`src/common/lgsd_defs.svh`:
```
/*
  Constants for the LED grayscale serial driver: channel counts, field widths,
  serial frame lengths and the PWM period.
  Assumes inclusion by bare name from the package and the design file.
*/
`ifndef LGSD_DEFS_SVH
`define LGSD_DEFS_SVH

`define LGSD_NUM_CH     16
`define LGSD_GS_W       12
`define LGSD_DC_W       6
`define LGSD_GS_BITS    192
`define LGSD_DC_BITS    96
`define LGSD_CNT_W      13
`define LGSD_PWM_PERIOD 13'h1000
`define LGSD_PROD_W     18
`define LGSD_SYNC_RST   6'h00

`endif

```
`src/common/lgsd_pkg.sv`:
```
/*
  Types for the LED grayscale serial driver.
  Assumes lgsd_defs.svh is on the include path.
*/
`include "lgsd_defs.svh"

package lgsd_pkg;

  // one sample of every pin coming from the host
  typedef struct packed {
    logic serial_data_in;
    logic shift_clk;
    logic latch_strobe;
    logic grayscale_clock;
    logic blank;
    logic load_dc;
  } lgsd_link_t;

  typedef logic [`LGSD_GS_BITS-1:0] lgsd_shreg_t;
  typedef logic [`LGSD_DC_BITS-1:0] lgsd_dcreg_t;
  typedef logic [`LGSD_CNT_W-1:0]   lgsd_cnt_t;

endpackage : lgsd_pkg

```
`src/lgsd_top.sv`:
```
/*
  LED grayscale serial driver: serial input shift register, grayscale and
  dot-correction holding registers, and a 16-channel PWM stage.
  All host pins pass a two-stage synchroniser; edges are found one stage later.
  The PWM counter saturates at the end of the period and waits for blanking,
  so a late blanking pulse leaves the outputs dark rather than wrapping.
  Assumes all host pins are asynchronous to i_clk and that the host's shift
  clock and grayscale clock are well below a quarter of i_clk.
*/
`timescale 1ns/1ps
`include "lgsd_defs.svh"

module lgsd_top
  import lgsd_pkg::*;
(
  input  wire logic                    i_clk,
  input  wire logic                    i_rst_n,
  input  wire logic                    i_serial_data_in,
  input  wire logic                    i_shift_clk,
  input  wire logic                    i_latch_strobe,
  input  wire logic                    i_grayscale_clock,
  input  wire logic                    i_blank,
  input  wire logic                    i_load_dc,
  output logic      [`LGSD_NUM_CH-1:0] o_led,
  output logic                         o_serial_data_out
);

  lgsd_link_t                    meta_q;
  lgsd_link_t                    sync_q;
  lgsd_link_t                    dly_q;
  lgsd_link_t                    pins;
  lgsd_shreg_t                   shreg_q;
  lgsd_shreg_t                   gs_q;
  lgsd_dcreg_t                   dc_q;
  lgsd_cnt_t                     cnt_q;
  logic       [`LGSD_NUM_CH-1:0] on_d;
  logic       [`LGSD_NUM_CH-1:0] led_q;
  logic                          shift_rise;
  logic                          latch_rise;
  logic                          grayscale_clock_rise;

  assign pins = '{serial_data_in:  i_serial_data_in,
                  shift_clk:       i_shift_clk,
                  latch_strobe:    i_latch_strobe,
                  grayscale_clock: i_grayscale_clock,
                  blank:           i_blank,
                  load_dc:         i_load_dc};

  // two-stage synchroniser, then one delay stage for edge finding
  always_ff @(posedge i_clk or negedge i_rst_n) begin
    if (!i_rst_n) begin
      meta_q <= `LGSD_SYNC_RST;
      sync_q <= `LGSD_SYNC_RST;
      dly_q  <= `LGSD_SYNC_RST;
    end else begin
      meta_q <= pins;
      sync_q <= meta_q;
      dly_q  <= sync_q;
    end
  end

  assign shift_rise = sync_q.shift_clk & ~dly_q.shift_clk;
  assign latch_rise = sync_q.latch_strobe & ~dly_q.latch_strobe;
  assign grayscale_clock_rise = sync_q.grayscale_clock & ~dly_q.grayscale_clock;

  // input shift register, msb side feeds the next device
  always_ff @(posedge i_clk or negedge i_rst_n) begin
    if (!i_rst_n) begin
      shreg_q <= '0;
    end else if (shift_rise) begin
      shreg_q <= {shreg_q[`LGSD_GS_BITS-2:0], sync_q.serial_data_in};
    end
  end

  assign o_serial_data_out = shreg_q[`LGSD_GS_BITS-1];

  // holding registers
  always_ff @(posedge i_clk or negedge i_rst_n) begin
    if (!i_rst_n) begin
      gs_q <= '0;
      dc_q <= '0;
    end else if (latch_rise) begin
      if (sync_q.load_dc) begin
        dc_q <= shreg_q[`LGSD_DC_BITS-1:0];
      end else begin
        gs_q <= shreg_q;
      end
    end
  end

  // pwm counter, stops at the end of the period until blanked
  always_ff @(posedge i_clk or negedge i_rst_n) begin
    if (!i_rst_n) begin
      cnt_q <= '0;
    end else if (sync_q.blank) begin
      cnt_q <= '0;
    end else if (grayscale_clock_rise && cnt_q != `LGSD_PWM_PERIOD) begin
      cnt_q <= cnt_q + `LGSD_CNT_W'(1);
    end
  end

  // per-channel on-time scaled by dot correction
  genvar ch;
  generate
    for (ch = 0; ch < `LGSD_NUM_CH; ch++) begin : g_ch
      logic [`LGSD_GS_W-1:0]   gs;
      logic [`LGSD_DC_W:0]     dc1;
      logic [`LGSD_PROD_W-1:0] prod;
      assign gs      = gs_q[ch*`LGSD_GS_W +: `LGSD_GS_W];
      assign dc1     = {1'b0, dc_q[ch*`LGSD_DC_W +: `LGSD_DC_W]} + 7'h01;
      assign prod    = `LGSD_PROD_W'(gs * dc1);
      assign on_d[ch] = cnt_q < {1'b0, prod[`LGSD_PROD_W-1:`LGSD_DC_W]};
    end
  endgenerate

  always_ff @(posedge i_clk or negedge i_rst_n) begin
    if (!i_rst_n) begin
      led_q <= '0;
    end else begin
      led_q <= sync_q.blank ? '0 : on_d;
    end
  end

  assign o_led = led_q;
endmodule : lgsd_top

```
`config.mk`:
```
export PLATFORM = sky130hd
export DESIGN_NAME = lgsd_top
export DESIGN_NICKNAME = d
export VERILOG_FILES = /design/src/common/lgsd_pkg.sv /design/src/lgsd_top.sv
export VERILOG_INCLUDE_DIRS = /design/src /design/src/common
export SDC_FILE = /design/constraint.sdc
export NUM_CORES = 2
export LEC_CHECK = 0
export BUFFER_PORTS_ARGS = -buffer_cell sky130_fd_sc_hd__buf_2
export CAP_MARGIN = 20
export CORE_MARGIN = 2
export CORE_UTILIZATION = 60
export CTS_BUF_LIST = sky130_fd_sc_hd__clkbuf_8
export CTS_CLUSTER_DIAMETER = 200
export DETAILED_ROUTE_END_ITERATION = 6
export HOLD_SLACK_MARGIN = 0.15
export PLACE_DENSITY = 0.84
export SYNTH_ARGS = -nofsm -noshare
export SYNTH_HDL_FRONTEND = slang
export SYNTH_SLANG_ARGS = --single-unit
```
`constraint.sdc`:
```
create_clock -name i_clk -period 6 [get_ports i_clk]
set_clock_uncertainty 0.2 [all_clocks]
set_input_delay 0.3 -clock i_clk [delete_from_list [all_inputs] [get_ports i_clk]]
set_output_delay 0.3 -clock i_clk [all_outputs]
set_load 0.02 [all_outputs]
```
# After elaboration in Yosys (flattened, before gate mapping)
# Index checks and enable logic that the tools add are counted.
dict set report op_classes {
  mul 16
  bitwise_logic 7
  reduce_logical 4
  n_mux 3
  addsub 17
  order_cmp 16
  n_eq_ne 1
}
# cell count
set op_table {}
lappend op_table {{multiplier 12 x 7 -> 18 bit} 16}
lappend op_table {{< comparator 13 x 12 -> 1 bit} 16}
lappend op_table {{adder 6 x 1 -> 7 bit (second input constant)} 16}
lappend op_table {{2-to-1 mux 13 bit} 2}
lappend op_table {{2-to-1 mux 16 bit} 1}
lappend op_table {{adder 13 x 1 -> 13 bit (second input constant)} 1}
lappend op_table {{!= test 13 bit (second input constant)} 1}
lappend op_table {{NOT 1 bit} 4}
lappend op_table {{AND reduction 2 bit} 2}
lappend op_table {{bitwise AND 1 bit} 3}
lappend op_table {{nonzero test 2 bit} 1}
lappend op_table {{logical AND 1 bit} 1}
dict set report totals {
  elab_cells 84
  ff_bits 524
  output_inout_bits 17
}

# Logic depth before layout (Yosys ltp)
dict set report logic_depth {
  depth_word 5
  ltp_mapped 29
  ltp_nobuf 28
}

# Worst setup path before layout
# OpenSTA, ideal clock, no wires.
dict set report synth_path {
  kind {reg-to-reg}
  from {register dc_q[18]}
  to {register led_q[3] (netlist: o_led[3])}
  setup_slack_ns -0.223
  setup_ns 0.125
  t_arrival_ns 5.898
  path_stages_with_launch 28
  period_less_slack_ns 6.223
  n_path_buf 1
  path_cell_list {dfrtp_1 -> ha_1 -> xor2_1 -> clkbuf_1 -> and2_1 -> fa_1 -> inv_1 -> fa_1 -> inv_1 -> fa_1 -> inv_1 -> fa_1 -> inv_1 -> ha_1 -> a21o_1 -> a22oi_1 -> a21boi_0 -> or3_1 -> a31oi_1 -> xor2_1 -> ha_1 -> a21oi_1 -> nor2b_1 -> o21ai_0 -> nand2b_1 -> a211oi_1 -> a21oi_1 -> a2111oi_0}
}
dict set report synth_via {
  elab_chain_len 4
}
# item line
set synth_lines {}
lappend synth_lines {{from (decl)} lgsd_top.sv:34} ;# lgsd_dcreg_t dc_q;
lappend synth_lines {{from (signal assigned)} lgsd_top.sv:84} ;# dc_q <= shreg_q[`LGSD_DC_BITS-1:0];
lappend synth_lines {{adder 6 x 1 -> 7 bit} lgsd_top.sv:110} ;# assign dc1 = {1'b0, dc_q[ch*`LGSD_DC_W +: `LGSD_DC_W]} + 7'h01;
lappend synth_lines {{multiplier 12 x 7 -> 18 bit} lgsd_top.sv:111} ;# assign prod = `LGSD_PROD_W'(gs * dc1);
lappend synth_lines {{< comparator 13 x 12 -> 1 bit} lgsd_top.sv:112} ;# assign on_d[ch] = cnt_q < {1'b0, prod[`LGSD_PROD_W-1:`LGSD_DC_W]};
lappend synth_lines {{2-to-1 mux 16 bit} lgsd_top.sv:120} ;# led_q <= sync_q.blank ? '0 : on_d;
lappend synth_lines {{to (signal assigned)} lgsd_top.sv:120}
lappend synth_lines {{to (decl)} lgsd_top.sv:37} ;# logic [`LGSD_NUM_CH-1:0] led_q;
# No other way between the ends.
# A chain may end at the register's enable or synchronous reset.

# Worst setup path in the final report
dict set report layout_path {
  from {register dc_q[37]}
  to {register led_q[6] (netlist: o_led[6])}
}
# The elaborated chain is that of the path after synthesis.

==> flow_summary_export.csv <==
group,metric,value,unit
floorplanning,die_area,0.109,mm^2
cells_and_area,nFillCells,6380,
run_status,status,"finished with violations",
routing,dr.pass1.iters,7,
cells_and_area,drive_above_1_share,25.8,%
floorplanning,die_h,330,um
cts,clock-sinks,524,
routing,drcViolationCount,3,
timing,relSlewSlack,18.7,%
floorplanning,fp.dieW,330,um
routing,drtIter0Drc,3776,
power_and_ir_drop,combPwrFrac,43.7,%
cts,clock-root-buffer,"clkbuf_8",
placement,place_congestion,0.902,
routing,vias,50160,
synthesis,ys.flop_type,"dfrtp_1",
setup_path,endpoint_kind,"register",
synthesis,ys_top_cells_by_area,"fa_1 24%, dfrtp_1 21%, ha_1 14%",
placement,dpl.hpwl,109,mm
synthesis,yosysSeqAreaShare,20.5,%
cells_and_area,syn_to_final_growth,18.8,%
power_and_ir_drop,switching_power,5.31,mW
setup_path,cp.required,6.54,ns
power_and_ir_drop,peakVddDrop,587,uV
job,max_cap_viol_count,0,
setup_path,worst-path-max-fanout,5,
routing,vias_per_cell,5.93,
power_and_ir_drop,sequentialPowerShare,27.4,%
cts,clk_pin_slew,0.08,ns
routing,wirelength,173,mm
timing,hold_viol_final,0,
floorplanning,rows,119,
timing,setup_slack,-0.346,ns
cts,cts_tree,"built",
timing,setup_viol,14,
timing,grt_setup_unrepaired,"yes",
cts,cts_made_buffers,94,
cts,clk_latency,0.80,ns
synthesis,synthArstFlopShare,100,%
placement,place_area,0.0687,mm^2
cells_and_area,final_cell_area,0.0758,mm^2
setup_path,crit_type,"reg -> reg",
synthesis,yosysTopAreaCell,"fa_1",
synthesis,synthCells,6412,
synthesis,syn_area,0.0639,mm^2
synthesis,synth_top_area_share,23.6,%
timing,worstMarginPinSlew,1.22,ns
synthesis,avgSynthCellArea,9.96,um^2
cells_and_area,nNetsFinal,8470,
power_and_ir_drop,power,14.4,mW
setup_path,cp-start-kind,"register",
floorplanning,initial_utilization,60.6,%
power_and_ir_drop,intPower,9.07,mW
timing,report.final.slew_viol_count,0,
global_routing,grt_pass1_wl,259,mm
synthesis,yosysMostFrequentCell,"inv_1",
power_and_ir_drop,powerDensity,190,mW/mm^2
power_and_ir_drop,p_clk_share,28.9,%
timing,period_needed,6.35,ns
floorplanning,coreArea,0.105,mm^2
setup_path,cp.arrival,6.89,ns
synthesis,yosys-top-cells-count,"990 x inv_1, 752 x fa_1, 722 x ha_1",
global_routing,grt_pass1_vias,52503,
synthesis,yosys_warnings,0,
power_and_ir_drop,p_leak,39.6,nW
global_routing,grt_util_all_layers,29.1,%
cts,htreeDepth,3,
routing,drtAntennaViolNets,0,
synthesis,synth-edff-count,0,
global_routing,grt_max_degree,149,
run_status,violations,"DRC, setup timing",
hold_path,worstHoldPathType,"reg -> reg",
timing,fmax,158,MHz
timing,layout_worst_path_cycle_share,106,%
global_routing,overflow,0,
routing,wl_per_cell,20.5,um
synthesis,synth_cell_type_count,75,
global_routing,antenna_found_initial,6,
synthesis,synth_nets,7894,
synthesis,synth_seq_cells,524,
floorplanning,ios,25,
placement,port_buffers,24,
power_and_ir_drop,switching_share,36.9,%
cts,cts_buffer_depth,3,
logic make-up after synthesis:
kind of cell	Yosys count	share of synthesized area, %
multiplexers	483	8.51
AO/OA/AOI/OAI	576	5.81
buffers and inverters	1168	6.87
flip-flops	524	20.5
XOR/XNOR	295	4.05
AND/OR/NAND/NOR	1892	16.5
adder cells (fa/ha/maj)	1474	37.7
worst max-delay path, stage by stage, from the launching register on:
cell,delay (ns)
dfrtp_1,0.43
buf_6,0.13
and3_4,0.20
nand3_4,0.14
xor2_4,0.31
buf_6,0.17
nor2b_1,0.06
fa_1,0.51
inv_1,0.07
fa_1,0.49
inv_1,0.06
fa_1,0.53
inv_1,0.09
fa_1,0.48
inv_1,0.06
ha_4,0.29
nand2_2,0.07
nor2_2,0.12
nand4_1,0.11
o211ai_1,0.27
a21o_1,0.20
a21oi_2,0.08
xnor2_2,0.14
ha_1,0.32
a211o_1,0.33
a211oi_2,0.24
o21ai_0,0.11
nand2_1,0.07
cells in the final DEF, fill, tap and decap left out, drive strengths merged, types with 93 or more instances in the layout:
cell type and count:
a21o 93, a21oi 175, and2 717, buf 642, clkbuf 112, dfrtp 524, fa 752, ha 722
inv 1009, mux2 480, nand2 348, nand2b 197, nand3 107, nor2 137, nor2b 214, o21ai 114
xnor2 194, xor2 102
flip-flops by register name, indices dropped and copies added, names as in the netlist:
register	count
cnt_q	13
dly_q	3
meta_q	6
sync_q	6
shreg_q	192
dc_q	96
gs_q	192
o_led	16
power by group through the flow:
stage | Clock [mW] | Combinational, mW | Sequential [mW]
after floorplan | 0 | 3.21 | 3.88
after global placement | 0 | 4.80 | 3.94
final | 4.15 | 6.28 | 3.94
after global routing | 4.35 | 6.78 | 3.95
after detailed placement | 0 | 5.03 | 3.95
after CTS | 4.17 | 5.67 | 3.92
routing by layer:
layer  GRT usage, %  wire length [um]  vias up
met5              0                23        -
met4           12.2              9540        4
met3           5.33             12600      775
met2           50.5             87000     2202
met1           35.7             64000    25377
li1               -                 -    21802
repair_timing:
| item | in CTS | in global routing |
|---|---|---|
| setup buffers | 61 | 106 |
| pin swaps | 189 | 330 |
| gates resized for setup | 302 | 428 |
| hold endpoints to repair | 530 | 0 |
| endpoints found under the setup margin | 15 | 16 |
| gates cloned | 1 | 0 |
| hold buffers | 15 | 0 |
worst paths after layout:
| path | start | end | slack (ns) | depth (start not counted) |
|---|---|---|---|---|
| worst max-delay path | dc_q[37] | o_led[6] | -0.35 | 27 |
| worst min-delay path | meta_q[1] | sync_q[1] | 0.16 | 0 |
| min in group asynchronous | i_rst_n | gs_q[102] | 0.55 | 4 |
| worst max register to register | dc_q[37] | o_led[6] | -0.35 | 27 |
| worst min register to register | meta_q[1] | sync_q[1] | 0.16 | 0 |
| max in group asynchronous | i_rst_n | dc_q[74] | 4.19 | 4 |
area by class of cell:
class | count | area [um^2] | area share, %
Clock buffer | 112 | 1540 | 2.03
Timing Repair Buffer | 656 | 5350 | 7.05
Sequential cell | 524 | 13200 | 17.4
Multi-Input combinational cell | 4721 | 49600 | 65.4
Tap cell | 1391 | 1740 | 2.29
Inverter | 991 | 3720 | 4.90
Antenna cell | 2 | 5.00 | 0.00660
Clock inverter | 58 | 709 | 0.935
stage by stage:
stage,setup WS [ns],instances,util (%),TNS [ns],hold WS (ns)
final,-0.346,8455,71.9,-2.59,0.156
after global routing,-0.589,8455,71.9,-5.79,0.164
after CTS,-0.204,8354,69.3,-0.603,0.161
after detailed placement,-0.483,8112,65.1,-4.60,0.136
after global placement,-0.320,8112,65.1,-2.07,0.137
after floorplan,-0.0772,6412,-,-0.0772,-0.196
(Power assumes the default switching activity.)
